File: src/wdog_regs.vh
// Purpose: constants shared by the watchdog timer and its helpers
// Assumes: 8-bit write data from the processor core
// Notes: definitions only, no logic
`ifndef WDOG_REGS_VH
`define WDOG_REGS_VH

// service key bytes written to the reset status address
`define KEY_FIRST 8'h55
`define KEY_SECOND 8'hAA

// option register one: timeout select field
`define TSEL_HI 7
`define TSEL_LO 6
`define TSEL_W 2
`define TSEL_OFF 2'h0
`define TSEL_SHORT 2'h1
`define TSEL_MID 2'h2
`define TSEL_LONG 2'h3
`define TSEL_RESET 2'h3

// option register two: count clock select and window enable bits
`define CLKS_BIT 7
`define WIN_BIT 6
`define CLKS_LPO 1'h0
`define CLKS_BUS 1'h1
`define CLKS_RESET 1'h0
`define WIN_RESET 1'h0

// counter width and timeout lengths in count cycles
`define CNT_W 18
`define CNT_ZERO 18'h00000
`define CNT_ONE 18'h00001
`define LPO_TO_SHORT 18'h00020
`define LPO_TO_MID 18'h00100
`define LPO_TO_LONG 18'h00400
`define BUS_TO_SHORT 18'h02000
`define BUS_TO_MID 18'h10000
`define BUS_TO_LONG 18'h3FFFF

// window opens when a quarter of the period remains
`define WIN_SHIFT 2

// service sequence states
`define SEQ_IDLE 1'h0
`define SEQ_GOT_FIRST 1'h1

`endif

File: src/lpo_tick_sync.v
// Purpose: bring the free running 1 kHz source into the bus clock domain
// Assumes: source is much slower than clk
// Notes: emits a one-cycle pulse per rising edge of the source
`timescale 1ns/100ps
`default_nettype none

module lpo_tick_sync (
    input wire clk, // bus clock
    input wire rst, // asynchronous reset, active high
    input wire lpo_in, // raw 1 kHz source from the other clock
    output reg tick // one pulse per rising edge of lpo_in
);

// edges are ignored until the chain holds real samples after reset
localparam [1:0] FILL_DONE = 2'h3;

reg meta_reg;
reg sync_reg;
reg last_reg;
reg [1:0] fill_reg;

// first flop feeds only the second
always @(posedge clk or posedge rst) begin
    if (rst) begin
        meta_reg <= 1'b0;
        sync_reg <= 1'b0;
        last_reg <= 1'b0;
        fill_reg <= 2'h0;
        tick <= 1'b0;
    end else begin
        meta_reg <= lpo_in;
        sync_reg <= meta_reg;
        last_reg <= sync_reg;
        if (fill_reg != FILL_DONE) begin
            fill_reg <= fill_reg + 2'h1;
        end
        // no false edge when the source is already high at release
        tick <= sync_reg & ~last_reg & (fill_reg == FILL_DONE);
    end
end

endmodule // lpo_tick_sync

`default_nettype wire

File: src/wdog_timer.v
// Purpose: watchdog timer that requests a system reset when not serviced
// Assumes: rst is asserted by the system for any reset, including ours;
//          write strobes and mode levels come from logic on clk
// Notes: option registers are write-once until the next reset
//
// How it works
// - after any reset the watchdog runs, enabled, with no software action
// - timeout select of zero in option register one stops the count, timeout and window checks; bad bytes still reset
// - writing 0x55 then 0xAA to reset status restarts the timeout
// - reset status writes never change the status contents, only the watchdog
// - missing the service before timeout requests a system reset
// - any other byte written to reset status requests reset at once
// - clock select in option register two picks bus or 1 kHz count clock
// - timeout select gives three lengths for each count clock
// - default is the 1 kHz clock with the longest, 2^10 cycle timeout
// - bus clock with window enable accepts service only in final quarter
// - in windowed mode an early service write requests reset at once
// - window mode is ignored while the 1 kHz clock is selected
// - counter clears on first write to each option register and on reset
// - later option writes are ignored until the next reset
// - bus clock counter holds in debug or stop and resumes after
// - 1 kHz counter clears on debug or stop entry, restarts from zero
// - a watchdog reset sets its own cause bit in reset status
`timescale 1ns/100ps
`default_nettype none
`include "wdog_regs.vh"

module wdog_timer #(
    parameter [17:0] LPO_SHORT = `LPO_TO_SHORT, // 1 kHz shortest timeout
    parameter [17:0] LPO_MID = `LPO_TO_MID, // 1 kHz middle timeout
    parameter [17:0] LPO_LONG = `LPO_TO_LONG, // 1 kHz longest timeout
    parameter [17:0] BUS_SHORT = `BUS_TO_SHORT, // bus shortest timeout
    parameter [17:0] BUS_MID = `BUS_TO_MID, // bus middle timeout
    parameter [17:0] BUS_LONG = `BUS_TO_LONG // bus longest timeout
) (
    input wire clk, // bus clock, 10 MHz
    input wire rst, // any system reset, asynchronous, active high
    input wire por_rst, // power-on reset, asynchronous, active high
    input wire other_reset_evt, // pulse: non-watchdog reset source fired
    input wire lpo_clk_in, // free running 1 kHz source
    input wire [7:0] wr_data, // processor write data
    input wire status_wr, // pulse: write to reset status address
    input wire opt_one_wr, // pulse: write to option register one
    input wire opt_two_wr, // pulse: write to option register two
    input wire stop_mode, // level: system in stop mode
    input wire debug_mode, // level: background debug mode active
    output reg wdog_reset_req, // level: system reset request
    output reg wdog_cause, // reset status cause bit for the watchdog
    output reg [1:0] timeout_select, // active timeout select field
    output reg count_clock_select, // 1 selects bus clock, 0 the 1 kHz
    output reg window_enable, // window enable as stored
    output reg opt_one_locked, // option register one has been written
    output reg opt_two_locked, // option register two has been written
    output reg window_open, // service currently accepted in window mode
    output reg [17:0] count_value // present watchdog count
);

// 1 kHz edge pulse in the bus clock domain
wire lpo_tick;

lpo_tick_sync u_lpo_sync (
    .clk(clk),
    .rst(rst),
    .lpo_in(lpo_clk_in),
    .tick(lpo_tick)
);

// sequence state
reg seq_reg;
reg seq_next;

// combinational helpers
reg [17:0] bus_limit;
reg [17:0] lpo_limit;
reg [17:0] limit;
reg [17:0] win_start;
reg [17:0] count_next;
reg count_evt;
reg enabled;
reg windowed;
reg in_window;
reg good_byte;
reg early_write;
reg bad_write;
reg service_done;
reg timed_out;
reg fire;
reg held_mode;
reg opt_init;
reg window_next;
reg req_next;
reg cause_next;
reg [1:0] tsel_next;
reg lock_one_next;
reg clks_next;
reg win_en_next;
reg lock_two_next;

// bus clock timeout for the present select field
always @* begin
    case (timeout_select)
        `TSEL_SHORT: begin
            bus_limit = BUS_SHORT;
        end
        `TSEL_MID: begin
            bus_limit = BUS_MID;
        end
        `TSEL_LONG: begin
            bus_limit = BUS_LONG;
        end
        default: begin
            bus_limit = BUS_LONG;
        end
    endcase
end

// 1 kHz timeout for the present select field
always @* begin
    case (timeout_select)
        `TSEL_SHORT: begin
            lpo_limit = LPO_SHORT;
        end
        `TSEL_MID: begin
            lpo_limit = LPO_MID;
        end
        `TSEL_LONG: begin
            lpo_limit = LPO_LONG;
        end
        default: begin
            lpo_limit = LPO_LONG;
        end
    endcase
end

// selected timeout length for the present count clock
always @* begin
    if (count_clock_select == `CLKS_BUS) begin
        limit = bus_limit;
    end else begin
        limit = lpo_limit;
    end
end

// enable and window boundary
always @* begin
    enabled = (timeout_select != `TSEL_OFF);
    win_start = limit - (limit >> `WIN_SHIFT);
    // window only exists on the bus clock
    windowed = enabled && window_enable &&
        (count_clock_select == `CLKS_BUS);
    in_window = (count_value >= win_start);
end

// classify a write to the reset status address
always @* begin
    good_byte = (wr_data == `KEY_FIRST) || (wr_data == `KEY_SECOND);
    bad_write = status_wr && !good_byte;
    early_write = status_wr && good_byte && windowed &&
        !in_window;
    service_done = status_wr && (wr_data == `KEY_SECOND) &&
        (seq_reg == `SEQ_GOT_FIRST) && !early_write;
end

// service sequence: 0x55 arms, 0xAA completes
always @* begin
    seq_next = seq_reg;
    if (status_wr) begin
        case (seq_reg)
            `SEQ_IDLE: begin
                if (wr_data == `KEY_FIRST) begin
                    seq_next = `SEQ_GOT_FIRST;
                end
            end
            `SEQ_GOT_FIRST: begin
                if (wr_data == `KEY_SECOND) begin
                    seq_next = `SEQ_IDLE;
                end else if (wr_data != `KEY_FIRST) begin
                    seq_next = `SEQ_IDLE;
                end
            end
            default: seq_next = `SEQ_IDLE;
        endcase
    end
end

// count event, low power mode handling and timeout
always @* begin
    held_mode = stop_mode || debug_mode;
    opt_init = (opt_one_wr && !opt_one_locked) ||
        (opt_two_wr && !opt_two_locked);
    if (count_clock_select == `CLKS_BUS) begin
        count_evt = enabled && !held_mode;
    end else begin
        count_evt = enabled && !held_mode && lpo_tick;
    end
    timed_out = count_evt && (count_value == limit - `CNT_ONE);
    fire = timed_out || bad_write || early_write;
end

// next counter value
always @* begin
    count_next = count_value;
    if (opt_init || service_done || !enabled) begin
        count_next = `CNT_ZERO;
    end else if (held_mode &&
            count_clock_select == `CLKS_LPO) begin
        // 1 kHz counter stays cleared throughout the mode
        count_next = `CNT_ZERO;
    end else if (count_evt) begin
        count_next = count_value + `CNT_ONE;
    end
end

// window flag follows the counter value being loaded
always @* begin
    window_next = windowed && (count_next >= win_start);
end

// request holds until the system reset takes it down
always @* begin
    req_next = wdog_reset_req;
    if (fire) begin
        req_next = 1'b1;
    end
end

// counter and sequence
always @(posedge clk or posedge rst) begin
    if (rst) begin
        count_value <= `CNT_ZERO;
        seq_reg <= `SEQ_IDLE;
    end else begin
        count_value <= count_next;
        seq_reg <= seq_next;
    end
end

// window flag and reset request
always @(posedge clk or posedge rst) begin
    if (rst) begin
        window_open <= 1'b0;
        wdog_reset_req <= 1'b0;
    end else begin
        window_open <= window_next;
        wdog_reset_req <= req_next;
    end
end

// option register one takes only its first write
always @* begin
    tsel_next = timeout_select;
    lock_one_next = opt_one_locked;
    if (opt_one_wr && !opt_one_locked) begin
        tsel_next = wr_data[`TSEL_HI:`TSEL_LO];
        lock_one_next = 1'b1;
    end
end

always @(posedge clk or posedge rst) begin
    if (rst) begin
        timeout_select <= `TSEL_RESET;
        opt_one_locked <= 1'b0;
    end else begin
        timeout_select <= tsel_next;
        opt_one_locked <= lock_one_next;
    end
end

// option register two takes only its first write
always @* begin
    clks_next = count_clock_select;
    win_en_next = window_enable;
    lock_two_next = opt_two_locked;
    if (opt_two_wr && !opt_two_locked) begin
        clks_next = wr_data[`CLKS_BIT];
        win_en_next = wr_data[`WIN_BIT];
        lock_two_next = 1'b1;
    end
end

always @(posedge clk or posedge rst) begin
    if (rst) begin
        count_clock_select <= `CLKS_RESET;
        window_enable <= `WIN_RESET;
        opt_two_locked <= 1'b0;
    end else begin
        count_clock_select <= clks_next;
        window_enable <= win_en_next;
        opt_two_locked <= lock_two_next;
    end
end

// cause bit: a fire sets it and wins over a clear from another source
always @* begin
    cause_next = wdog_cause;
    if (fire && !rst) begin
        cause_next = 1'b1;
    end else if (other_reset_evt) begin
        cause_next = 1'b0;
    end
end

// cause bit survives the reset it causes; status writes leave it alone
always @(posedge clk or posedge por_rst) begin
    if (por_rst) begin
        wdog_cause <= 1'b0;
    end else begin
        wdog_cause <= cause_next;
    end
end

endmodule // wdog_timer

`default_nettype wire

File: config.mk
export PLATFORM = sky130hd
export DESIGN_NAME = wdog_timer
export DESIGN_NICKNAME = d
export VERILOG_FILES = /design/src/lpo_tick_sync.v /design/src/wdog_timer.v
export VERILOG_INCLUDE_DIRS = /design/src
export SDC_FILE = /design/constraint.sdc
export NUM_CORES = 1
export LEC_CHECK = 0
export BUFFER_PORTS_ARGS = -buffer_cell sky130_fd_sc_hd__buf_4
export CAP_MARGIN = 20
export CORE_AREA = 2 2 75 77
export DETAILED_ROUTE_END_ITERATION = 12
export DIE_AREA = 0 0 77 79
export HOLD_SLACK_MARGIN = 0.03
export PLACE_DENSITY = 0.75
export SYNTH_ARGS = -nofsm -noshare
export SYNTH_HDL_FRONTEND = slang
export SYNTH_SLANG_ARGS = --single-unit
File: constraint.sdc
create_clock -name clk -period 5.3 [get_ports clk]
set_input_delay 1.06 -clock clk [delete_from_list [all_inputs] [get_ports clk]]
set_output_delay 1.06 -clock clk [all_outputs]
set_load 0.01 [all_outputs]
### Word level (Yosys, flattened, before mapping)

Cells that the tools add are included.

| word-level totals | value |
|---|---|
| flip-flop bits (word level) | 34 |
| bits of input ports | 18 |
| word-level logic and storage cells | 81 |

| operators by class | value |
|---|---|
| add/sub/neg operators | 4 |
| magnitude comparators | 2 |
| equality and inequality tests | 8 |
| multiplexer cells | 13 |
| bitwise logic cells | 5 |
| reductions and logical operators | 34 |

Operators with widths:

| kind | count |
|---|---|
| 18-bit two-way mux | 4 |
| 18-bit greater-or-equal comparator | 2 |
| 18-bit case mux with 2 select lines | 1 |
| 11-bit case mux with 2 select lines | 1 |
| 18-bit by 1-bit adder with 18-bit output (second input constant) | 1 |
| 18-bit == test | 1 |
| 18-bit by 1-bit subtractor with 18-bit output (second input constant) | 1 |
| 18-bit by 16-bit subtractor with 18-bit output | 1 |
| 1-bit logical AND | 17 |
| 8-bit by 7-bit == test with 1-bit output (second input constant) | 1 |
| 8-bit == test (second input constant) | 1 |
| 1-bit zero test | 8 |
| 8-bit by 7-bit != test with 1-bit output (second input constant) | 1 |
| 1-bit logical OR | 7 |
| 1-bit two-way mux | 6 |
| 2-bit == test (second input constant) | 2 |
| 2-bit nonzero test | 2 |
| 1-bit inverter | 3 |
| 2-bit by 1-bit adder with 2-bit output (second input constant) | 1 |
| 1-bit AND | 2 |
| 2-bit by 1-bit == test with 1-bit output (second input constant) | 1 |
| 2-bit != test (second input constant) | 1 |
| 1-bit case mux with 2 select lines | 1 |

### Depth between registers and ports, before layout

Gate-level depths: netlist (run 1).

| logic depth | value |
|---|---|
| word-level depth | 14 |
| mapped depth | 23 |
| depth with buffers taken out | 20 |

### By module

Synthesis (run 1) repeated with hierarchy kept, for this count alone.

| unflattened totals | value |
|---|---|
| cells, all modules | 293 |
| area, all modules | 2760.1 um^2 |

Modules (own cells, without submodules):

| module | times used | cells each | area an instance (um^2) | seq. area each (um^2) |
|---|---|---|---|---|
| wdog_timer | 1 | 282 | 2560.0 | 703.2 |
| lpo_tick_sync | 1 | 11 | 200.2 | 150.1 |

### Worst setup path before layout (run 1)

Ideal clock, no wire load.

| timing path | value |
|---|---|
| kind | register to register |
| from | register timeout_select[0] |
| to | register window_open |
| library setup time | 0.120 ns |
| arrival | 3.991 ns |
| setup slack | 1.189 ns |
| stages on the path, launching flop included | 22 |
| path through | dfstp_2 -> inv_1 -> ha_1 -> buf_2 -> nor2b_1 -> clkbuf_1 -> ha_1 -> ha_1 -> a21oi_1 -> o21ai_0 -> nand2b_1 -> a311o_1 -> nand4_2 -> buf_2 -> nor2_1 -> ha_1 -> a21o_1 -> a21oi_1 -> nor2b_1 -> o21ai_0 -> o21ai_0 -> a31o_2 |

| between the ends | value |
|---|---|
| cells in the longest elaborated chain, start to end | 14 |
| elaborated cells on any way between the ends | 26 |
| classes of those cells | add/sub (1); order compare (2); eq/ne (2); mux (7); reduce/logical (14) |

Ends and longest elaborated chain:

| element | line | text |
|---|---|---|
| from (decl) | wdog_timer.v:49 | `output reg [1:0] timeout_select,` |
| from (signal assigned) | wdog_timer.v:261 | `` timeout_select <= `TSEL_RESET; `` |
| from (signal assigned) | wdog_timer.v:264 | `timeout_select <= tsel_next;` |
| 2-bit == test or 2-bit by 1-bit == test with 1-bit output (tied branches) | wdog_timer.v:101, wdog_timer.v:119 |  |
| 18-bit case mux with 2 select lines or 11-bit case mux with 2 select lines (tied branches) | wdog_timer.v:101, wdog_timer.v:119 |  |
| 18-bit two-way mux | wdog_timer.v:137 | `` if (count_clock_select == `CLKS_BUS) begin `` |
| 18-bit by 16-bit subtractor with 18-bit output | wdog_timer.v:147 | `` win_start = limit - (limit >> `WIN_SHIFT); `` |
| 18-bit greater-or-equal comparator | wdog_timer.v:151 | `in_window = (count_value >= win_start);` |
| 1-bit zero test | wdog_timer.v:159 | `!in_window;` |
| 1-bit logical AND | wdog_timer.v:158 | `early_write = status_wr && good_byte && windowed &&` |
| 1-bit zero test | wdog_timer.v:161 | `` (seq_reg == `SEQ_GOT_FIRST) && !early_write; `` |
| 1-bit logical AND | wdog_timer.v:160 | `` service_done = status_wr && (wr_data == `KEY_SECOND) && `` |
| 1-bit logical OR (2 in a row) | wdog_timer.v:203 | `if (opt_init \|\| service_done \|\| !enabled) begin` |
| 18-bit two-way mux (*) | wdog_timer.v:203 |  |
| named net count_next[11] | wdog_timer.v:77 | `reg [17:0] count_next;` |
| 18-bit greater-or-equal comparator (*) | wdog_timer.v:216 | `window_next = windowed && (count_next >= win_start);` |
| 1-bit logical AND (*) | wdog_timer.v:216 |  |
| named net window_next | wdog_timer.v:90 | `reg window_next;` |
| to (signal assigned) | wdog_timer.v:244 | `window_open <= window_next;` |
| to (decl) | wdog_timer.v:54 | `output reg window_open,` |

Mark *: on every way through the listed nets, which the timed path passes. The rest lies on a longest branch.
A chain may end at the register's enable or synchronous reset.

### Worst setup path in the final report (run 1)

Ends and elaborated chain as after synthesis.

==> impl_results.md, run 1 <==
- Status: complete, no violations
- Final ANT Viol Nets: 0
- Fin. max-slew vios: 0
- Final Total Pwr: 0.671 mW
- Final period utilization: 91.5%
- Post-CTS setup buffers: 0
- Total GRT Usage: between 20% and 30%
- Avg Cell Area, Syn: 9.28 um2
- Most common cell after layout, fill and taps aside: buf_4
- Vias per cell: 5.71
- ANT cells: 0
- Setup Skew: between 0.007 and 0.008 ns
- IO buf count: 44
- Crit path max fanout: 18
- Initial core utilization: 52.0%
- Via count: ~2.4k
- IO Count: 45
- CTS Sinks: 34
- Setup tns final: 0 ns
- Commonest non-fill, non-tap cells in the layout: buf_4 (46), ha_1 (43), nor2_1 (33)
- Die width: 77 um
- Crit path kind: reg -> reg
- Reg2reg setup slack: between 0.4 and 0.5 ns
- Yosys top cell area share: 28.9%
- Worst EP arrival: 5.03 ns
- DIE HEIGHT: 79 um
- Post-synthesis cell type count: 56
- Post-CTS Resized: 0
- Max FFs per register: 18
- Met3 Wirelength: about 310 um
- Register area share after synthesis: 30.7%
- Core area: 5340 um2
- Pwr Density: 205 nW/um2
- Pin count of the biggest net entering global routing: 34
- Ys Warns: 0
- Slew HR: 57.9%
- Routability Congestion: 0.938
- Area grow syn2layout: 17.8%
- Clock latency on the worst-skew pair: a little under 0.3 ns
- DRC errors left: 0
- Register clock-pin slew on the reported worst setup and hold paths: approximately 0.070 ns
- DR WL met2: 3030 um
- Antenna violations before repair: 0
- Yosys reg bits: 34
- Worst Setup Start Kind: flip-flop
- CTS tree: done
- Top Metal Used: met4
- Final core occ: about three fifths
- Leak Pwr: ~1.5 nW
- Die ar.: 6080 um2
- Synth Flop Type: dfrtp_1
- H-tree depth: 2
- Async SR Flop Fraction: 100%
- Number of max-cap violations: 0
- Max Freq: 206 MHz
- Root Buffer: clkbuf_8
- Met1 WL: just under 3000 um
- Post-synth top area cell: dfrtp_1
- DR WL/cell: 15.3 um
- Total gr overflow: 0
- # nets final: 406
- Dpl hpwl: 4890 um
- Buffer depth of the longest clock path: 2
- Setup-failing EPs final: 0
- Worst vdd ir: 0.000132 V
- Post-synth EDFFs: 0
- Share of cells above drive strength 1: approximately a fifth
- Cells after Synth: between 200 and 300
- Final worst path period need: 4.85 ns
- First-pass GRT wire length: 10700 um
- Top post-synthesis cells by area: dfrtp_1 (29%), ha_1 (19%), nor2_1 (4.5%), xnor2_1 (3.8%), xor2_1 (3.5%)
- WL final: 6390 um
- Tightest Hold Check Type: reg -> reg
- RSZ-0062 raised after global routing: false
- Vias in the first global route: 2184
- # hold bufs at CTS: 0
- Placement Rows: 27
- Total CTS buffers: 5
- CP endpoint kind: flip-flop
- Initial DRC count: 155
- FILL cells: 494
- 1st-pass router iterations: 4
- CP required: 5.49 ns
- Worst Max-Slew Pin Slew: 0.627 ns
- Final hold violations: 0
- Synthesized area: 2780 um2
logic make-up (layout without fill, tap and decap cells):
| family | Yosys count | after routing | share of synthesized area [%] |
|---|---|---|---|
| other cells | 1 | 4 | 0.135 |
| simple gates | 112 | 112 | 23.3 |
| flops | 34 | 34 | 30.7 |
| fa+ha+maj | 43 | 43 | 19.4 |
| mux | 8 | 8 | 3.11 |
| buf+inv | 29 | 73 | 4.28 |
| compound gates | 49 | 49 | 11.8 |
| xor+xnor | 23 | 23 | 7.26 |
metrics by stage:
stage	instance area, um2	instances	setup WS, ns	hold slack (ns)
4_1_cts	3270	418	0.448	0.355
3_3_place_gp	3170	410	0.734	0.336
3_5_place_dp	3170	410	0.445	0.337
6_report	3270	418	0.451	0.353
2_1_floorplan	2790	302	1.19	0.331
5_1_grt	3270	418	0.0528	0.373
power breakdown:
group          leakage, nW  total [mW]  internal (mW)  switching (mW)
clock               0.0472       0.204          0.104           0.100
combinational         1.03       0.191         0.0833           0.108
sequential           0.429       0.276          0.267         0.00884
total                 1.51       0.671          0.455           0.217
synth_stat cells (2+ instances only):
library cell and instances:
xnor2_1 12, nor4bb_1 4, a311o_1 2, nand2_1 16, a211oi_1 2, nor4_2 2
a21o_1 4, nand3_1 3, nand4_1 13, nor3_1 3, o22ai_1 2, a31oi_1 2
dfstp_2 2, clkbuf_1 6, buf_4 2, nand2b_1 10, mux2i_1 3, dfrtp_1 32
mux2_2 5, ha_1 43, o21ai_0 8, and3_1 4, nor2_1 33, xor2_1 11
a21oi_1 16, inv_1 19, or2_2 4, o211ai_1 2, nor2b_1 6, buf_2 2
cell type report:
cell class	instances	area, um2	area share (%)
timing repair buffer	46	345	10.6
tap	72	90.1	2.76
sequential	34	853	26.1
inverter	19	71.3	2.18
clock inverter	2	12.5	0.383
multi-input combinational	239	1810	55.5
clock buffer	6	82.6	2.53
worst max-delay path, cell delays in order (launching register included):
cell	delay [ns]
dfstp_2	0.58
inv_1	0.08
ha_1	0.40
nor2b_1	0.41
inv_1	0.20
ha_1	0.33
o21ai_0	0.18
nor2_1	0.07
nor4b_2	0.30
a311o_1	0.23
nand4_2	0.45
nor2_1	0.29
ha_1	0.25
o21a_1	0.18
o21ai_0	0.13
nand2b_1	0.07
a21oi_1	0.17
o21ai_0	0.15
a31o_2	0.25
worst paths after layout:
check | start | end | cells after the start
min in group asynchronous | por_rst | wdog_cause | 2
min | u_lpo_sync.meta_reg | u_lpo_sync.sync_reg | 0
max reg2reg | timeout_select[0] | window_open | 18
max | timeout_select[0] | window_open | 18
min reg2reg | u_lpo_sync.meta_reg | u_lpo_sync.sync_reg | 0
max in group asynchronous | rst | timeout_select[1] | 3
per-layer routing:
layer,track usage (%),vias to the layer above
li1,-,1166
met1,28.8,1131
met2,38.1,78
met3,4.09,13
met4,8.75,0
met5,0,-
No activity file was read; power rests on OpenSTA's default activity.
==> run 2, diff against run 1 <==
- CORE_AREA: 2 2 75 77 -> 2 2 86 67
- DIE_AREA: 0 0 77 79 -> 0 0 88 69
- PLACE_DENSITY: 0.75 -> 0.76
==> run 2 against run 1 <==
Utilization grew 2.0 points. Wire length grew 3.8%. Count of clock-buffer cells in the layout grew 2. Combinational power is essentially flat. Sequential share of layout area shrank 0.21 points. Clock skew shrank 0.0017 ns. Critical endpoint unchanged. Highest routed layer unchanged. Largest cell class unchanged. Maximum frequency grew 1.7%.
==> impl_results.md, run 2 (synthesis gave the netlist of run 1 again) <==
- Worst vdd ir: 0.000148 V (was 0.000132 V)
- Initial core utilization: 53.3% (was 52.0%)
- Crit path max fanout: 14 (was 18)
- Commonest non-fill, non-tap cells in the layout: buf_4 (47), ha_1 (43), nor2_1 (33) (was buf_4 (46), ha_1 (43), nor2_1 (33))
- Setup tns final: 0 ns (unchanged)
- Worst Max-Slew Pin Slew: 0.728 ns (was 0.627 ns)
- Via count: 2387 (was 2388)
- Worst EP arrival: 4.96 ns (was 5.03 ns)
- Final core occ: 63.3% (was 61.3%)
- Status: complete, no violations (unchanged)
- Sw frac: 31.1% (was 32.3%)
- Slew HR: 51.4% (was 57.9%)
- Core area: 5210 um2 (was 5340 um2)
- 1st-pass router iterations: 4 (unchanged)
- Final worst path period need: 4.77 ns (was 4.85 ns)
- Clock latency on the worst-skew pair: 0.30 ns (was 0.29 ns)
- CP endpoint kind: flip-flop (unchanged)
- Total gr overflow: 0 (unchanged)
- DIE HEIGHT: 69 um (was 79 um)
- Die width: 88 um (was 77 um)
- IO Count: 45 (unchanged)
- CTS tree: done (unchanged)
- ANT cells: 0 (unchanged)
- CP required: 5.49 ns (about the same)
- Clk network pwr share: 32.8% (was 30.5%)
- IO buf count: 44 (unchanged)
- Max Freq: 210 MHz (was 206 MHz)
- Final ANT Viol Nets: 0 (unchanged)
- NetSw: 0.218 mW (was 0.217 mW)
- Leak Pwr: 1.53 nW (was 1.51 nW)
- # nets final: 407 (was 406)
- Crit-path cells: inv_1 > ha_1 > nor2b_1 > inv_1 > ha_1 > inv_1 > ha_1 > nand4_1 > nor2_1 > o31ai_1 > a311o_1 > nand4_2 > nor2_1 > ha_1 > o21a_1 > o21ai_0 > nand2b_1 > a21oi_1 > o21ai_0 > a31o_2 (was inv_1 > ha_1 > nor2b_1 > inv_1 > ha_1 > o21ai_0 > nor2_1 > nor4b_2 > a311o_1 > nand4_2 > nor2_1 > ha_1 > o21a_1 > o21ai_0 > nand2b_1 > a21oi_1 > o21ai_0 > a31o_2)
- Slowest stage cell on the critical path: dfstp_2 (unchanged)
- Largest stage delay on the critical path: 0.57 ns (was 0.58 ns)
- Met1 WL: 3200 um (was 2890 um)
- FILL cells: 457 (was 494)
- WL final: 6630 um (was 6390 um)
- Buffer depth of the longest clock path: 2 (unchanged)
- Pin count of the biggest net entering global routing: 22 (was 34)
- Area grow syn2layout: 18.8% (was 17.8%)
- Share of power burned in registers: 39.5% (was 41.1%)
- Vias in the first global route: 2230 (was 2184)
- Number of max-cap violations: 0 (unchanged)
- Met3 Wirelength: 453 um (was 313 um)
- Antenna violations before repair: 0 (unchanged)
- Die ar.: 6070 um2 (was 6080 um2)
- Final period utilization: 90.0% (was 91.5%)
- Pwr Density: 213 nW/um2 (was 205 nW/um2)
- Most used cell, CP: ha_1
- Setup-failing EPs final: 0 (unchanged)
- Placement Rows: 23 (was 27)
- Routability Congestion: 0.905 (was 0.938)
- Power Internal: 0.483 mW (was 0.455 mW)
- Setup Skew: 0.00581 ns (was 0.00749 ns)
- Worst Setup Start Kind: flip-flop (unchanged)
- Root Buffer: clkbuf_8 (unchanged)
- Post-CTS setup buffers: 0 (unchanged)
- # hold bufs at CTS: 0 (unchanged)
- Max FFs per register: 18 (unchanged)
- Total CTS buffers: 5 (unchanged)
- First-pass GRT wire length: 10700 um (about the same)
- DRC errors left: 0 (unchanged)
- CTS Sinks: 34 (unchanged)
- Share of cells above drive strength 1: 21.6% (was 21.4%)
- Tightest Hold Check Type: reg -> reg (unchanged)
- Final Total Pwr: 0.701 mW (was 0.671 mW)
- Vias per cell: 5.66 (was 5.71)
- Total GRT Usage: 22.4% (was 22.5%)
- Dpl hpwl: 5150 um (was 4890 um)
- Most common cell after layout, fill and taps aside: buf_4 (unchanged)
- Final hold violations: 0 (unchanged)
- Gate power share: 27.7% (was 28.5%)
- DR WL met2: 2910 um (was 3030 um)
- RSZ-0062 raised after global routing: false (unchanged)
- Post-CTS Resized: 0 (unchanged)
- Top Metal Used: met4 (unchanged)
- Register clock-pin slew on the reported worst setup and hold paths: 0.07 ns (about the same)
- Fin. max-slew vios: 0 (unchanged)
- Worst hold slack: 0.350 ns (was 0.353 ns)
- H-tree depth: 2 (unchanged)
- Crit path kind: reg -> reg (unchanged)
- Initial DRC count: 127 (was 155)
- DR WL/cell: 15.7 um (was 15.3 um)
==> run 2: area by class of cell <==
class,count,area (um2),share of cell area [%]
Tap cell,75,93.8,2.85
Sequential cell,34,853,25.9
Timing Repair Buffer,47,353,10.7
Inverter,19,71.3,2.16
Clock buffer,8,110,3.34
Multi-Input combinational cell,239,1810,55.0
==> run 2: power by group through the flow <==
| stage | Clock [mW] | Combinational (mW) | Sequential (mW) |
|---|---|---|---|
| finish | 0.230 | 0.194 | 0.277 |
| global route | 0.245 | 0.216 | 0.278 |
| CTS | 0.236 | 0.193 | 0.277 |
| detailed placement | 0 | 0.192 | 0.282 |
| global placement | 0 | 0.187 | 0.281 |
| floorplan | 0 | 0.139 | 0.278 |
==> run 2: per-stage QoR <==
stage               cells  setup slack, ns  area (um2)
floorplan             302             1.19        2790
global placement      414            0.703        3190
detailed placement    414            0.556        3190
CTS                   422            0.529        3300
global route          422            0.214        3300
finish                422            0.531        3300
==> run 2: critical path: cells and delay by family, from the launching register on <==
family | cells | cell delay (ns)
flops | 1 | 0.57
compound gates | 7 | 1.28
simple gates | 6 | 1.30
fa+ha+maj | 4 | 1.16
buf+inv | 3 | 0.35
==> run 2: final timing paths <==
kind	start	end	slack (ns)	cells after the start
worst max register to register	timeout_select[0]	window_open	0.53	20
worst min register to register	u_lpo_sync.meta_reg	u_lpo_sync.sync_reg	0.35	0
max in group asynchronous	rst	timeout_select[0]	3.63	3
worst min-delay path	u_lpo_sync.meta_reg	u_lpo_sync.sync_reg	0.35	0
worst max-delay path	timeout_select[0]	window_open	0.53	20
min in group asynchronous	por_rst	wdog_cause	0.59	2
==> run 2: layer usage <==
layer,vias up,global-route usage (%)
met1,1147,32.8
met2,79,33.7
met5,-,0
li1,1154,-
met3,7,4.31
met4,0,5.64
==> run 3, diff against run 2 <==
- CORE_AREA: 2 2 86 67 -> 2 2 90 70
- DIE_AREA: 0 0 88 69 -> 0 0 92 72
- PLACE_DENSITY: 0.76 -> 0.7
==> run 3 against run 2 <==
Register-to-register slack worse by 0.13 ns. Critical path depth stayed put. Hold slack worse by 0.00050 ns. Clock power is 3% higher. Design area is 0.23% lower. Maximum frequency is 2.6% lower. Largest cell class unchanged.
==> impl_results.md, run 3 (synthesis gave the netlist of run 1 again) <==
- Pin count of the biggest net entering global routing: 34 (was 22)
- Root Buffer: clkbuf_8 (unchanged)
- Post-CTS setup buffers: 0 (unchanged)
- Reg2reg setup slack: 0.41 ns (was 0.53 ns)
- Pwr Density: 214 nW/um2 (was 213 nW/um2)
- # nets final: 406 (was 407)
- Vias in the first global route: 2146 (was 2230)
- Final ANT Viol Nets: 0 (unchanged)
- Status: complete, no violations (unchanged)
- Worst Path Buf+Inv: 3 (unchanged)
- Worst vdd ir: 0.000123 V (was 0.000148 V)
- CTS tree: done (unchanged)
- Core area: 5710 um2 (was 5210 um2)
- Crit path kind: reg -> reg (unchanged)
- CP delay by family, top: simple AND/OR/NAND/NOR gates (unchanged)
- Via count: 2282 (was 2387)
- Worst Max-Slew Pin Slew: 0.600 ns (was 0.728 ns)
- HP Start: u_lpo_sync.meta_reg (unchanged)
- H-tree depth: 2 (unchanged)
- Fin. max-slew vios: 0 (unchanged)
- IO Count: 45 (unchanged)
- DIE HEIGHT: 72 um (was 69 um)
- WL final: 6170 um (was 6630 um)
- Total GRT Usage: 19.7% (was 22.4%)
- DP Area: 3180 um2 (was 3190 um2)
- R2R cell count: 20 (unchanged)
- Inst Count DP: 416 (was 414)
- Reg2reg end: window_open (unchanged)
- CP endpoint kind: flip-flop (unchanged)
- End of the worst hold path: u_lpo_sync.sync_reg (unchanged)
- Tightest Hold Check Type: reg -> reg (unchanged)
- Antenna violations before repair: 0 (unchanged)
- Crit-path cells: inv_1 > ha_1 > nor2b_1 > inv_1 > ha_1 > inv_1 > ha_1 > nand4_1 > nor2_1 > o31ai_1 > a311o_1 > nand4_2 > nor2_1 > ha_1 > o21a_1 > o21ai_0 > nand2b_1 > a21oi_1 > o21ai_0 > a31o_2 (unchanged)
- Register clock-pin slew on the reported worst setup and hold paths: 0.07 ns (about the same)
- Total CTS buffers: 5 (unchanged)
- RSZ-0062 raised after global routing: false (unchanged)
- Die width: 92 um (was 88 um)
- Max FFs per register: 18 (unchanged)
- Placement Rows: 24 (was 23)
- DR WL/cell: 14.6 um (was 15.7 um)
- Post-route cell area: 3290 um2 (was 3300 um2)
- Max Freq: 204 MHz (was 210 MHz)
- Routability Congestion: 0.823 (was 0.905)
- DRC errors left: 0 (unchanged)
- Worst EP arrival: 5.08 ns (was 4.96 ns)
- Largest stage delay on the critical path: 0.56 ns (was 0.57 ns)
- Slew HR: 59.7% (was 51.4%)
- Worst Setup Start Kind: flip-flop (unchanged)
- Most common cell after layout, fill and taps aside: buf_4 (unchanged)
- Setup-failing EPs final: 0 (unchanged)
- First-pass GRT wire length: 10400 um (was 10700 um)
- Buffer depth of the longest clock path: 2 (unchanged)
- 1st-pass router iterations: 4 (unchanged)
- Initial DRC count: 94 (was 127)
- Share of cells above drive strength 1: 20.8% (was 21.6%)
- # hold bufs at CTS: 0 (unchanged)
- Total gr overflow: 0 (unchanged)
- CTS Sinks: 34 (unchanged)
- Dpl ws: 0.396 ns (was 0.556 ns)
- Cell depth of the worst min-delay path: 0 (unchanged)
- Clock latency on the worst-skew pair: 0.29 ns (was 0.30 ns)
- Crit path max fanout: 18 (was 14)
- Final Instance Count excl. Fillers: 424 (was 422)
- Final period utilization: 92.4% (was 90.0%)
- CP required: 5.48 ns (was 5.49 ns)
- Vias per cell: 5.38 (was 5.66)
- Initial core utilization: 48.6% (was 53.3%)
- Most used cell, CP: ha_1 (unchanged)
- Slowest stage cell on the critical path: dfstp_2 (unchanged)
- Post-CTS Resized: 0 (unchanged)
- Area grow syn2layout: 18.5% (was 18.8%)
- Setup ws final: 0.405 ns (was 0.531 ns)
- Number of max-cap violations: 0 (unchanged)
- ANT cells: 0 (unchanged)
- Final hold violations: 0 (unchanged)
- Setup Skew: 0.00580 ns (was 0.00581 ns)
- Die ar.: 6620 um2 (was 6070 um2)
- Final worst path period need: 4.89 ns (was 4.77 ns)
- Leak Pwr: 1.52 nW (was 1.53 nW)
- Setup tns final: 0 ns (unchanged)
- Dpl hpwl: 4830 um (was 5150 um)
- Commonest non-fill, non-tap cells in the layout: buf_4 (46), ha_1 (43), nor2_1 (33) (was buf_4 (47), ha_1 (43), nor2_1 (33))
- RR Startpoint: timeout_select[0] (unchanged)
- IO buf count: 44 (unchanged)
[run 3: cell types whose count changed in the layout (fill, tap and decap cells not counted), sizes merged]
| cell | delta |
|---|---|
| clkbuf | -1 |
| bufinv | +1 |
| buf | -1 |
[run 3: worst max-delay path by stage]
stage / start / cells after the start / slack, ns / end
after floorplan: timeout_select[0] / 21 / 1.19 / window_open
after global placement: timeout_select[0] / 20 / 0.54 / window_open
after detailed placement: timeout_select[1] / 20 / 0.40 / window_open
after CTS: timeout_select[0] / 20 / 0.37 / window_open
after global routing: timeout_select[1] / 20 / 0.02 / window_open
final: timeout_select[0] / 20 / 0.41 / window_open
[run 3: where the power goes]
| group | internal, mW | leakage (nW) | switching, mW |
|---|---|---|---|
| clock | 0.141 | 0.0524 | 0.0962 |
| combinational | 0.0831 | 1.03 | 0.107 |
| sequential | 0.267 | 0.429 | 0.00893 |
[run 3: metal layers]
layer / vias to the layer above / GRT usage (%) / wire (um)
met3: 7 / 3.63 / 295
met2: 56 / 29.4 / 2580
li1: 1155 / - / -
met5: - / 0 / 0
met4: 0 / 5.47 / 71
met1: 1064 / 29.5 / 3230
[run 3: cell type report]
type	instances	area [um2]
Timing Repair Buffer	46	345
Clock buffer	7	76.3
Inverter	19	71.3
Clock inverter	1	30.0
Multi-Input combinational cell	239	1810
Fill cell	502	2420
Tap cell	78	97.6
Sequential cell	34	853
[run 3: metrics by stage]
| stage | util, % | hold slack [ns] | power, mW |
|---|---|---|---|
| 6_report | 57.6 | 0.350 | 0.703 |
| 5_1_grt | 57.6 | 0.375 | 0.747 |
| 4_1_cts | 57.6 | 0.354 | 0.712 |
| 3_5_place_dp | 55.8 | 0.336 | 0.470 |
| 3_3_place_gp | 55.8 | 0.332 | 0.466 |
| 2_1_floorplan | - | 0.331 | 0.418 |
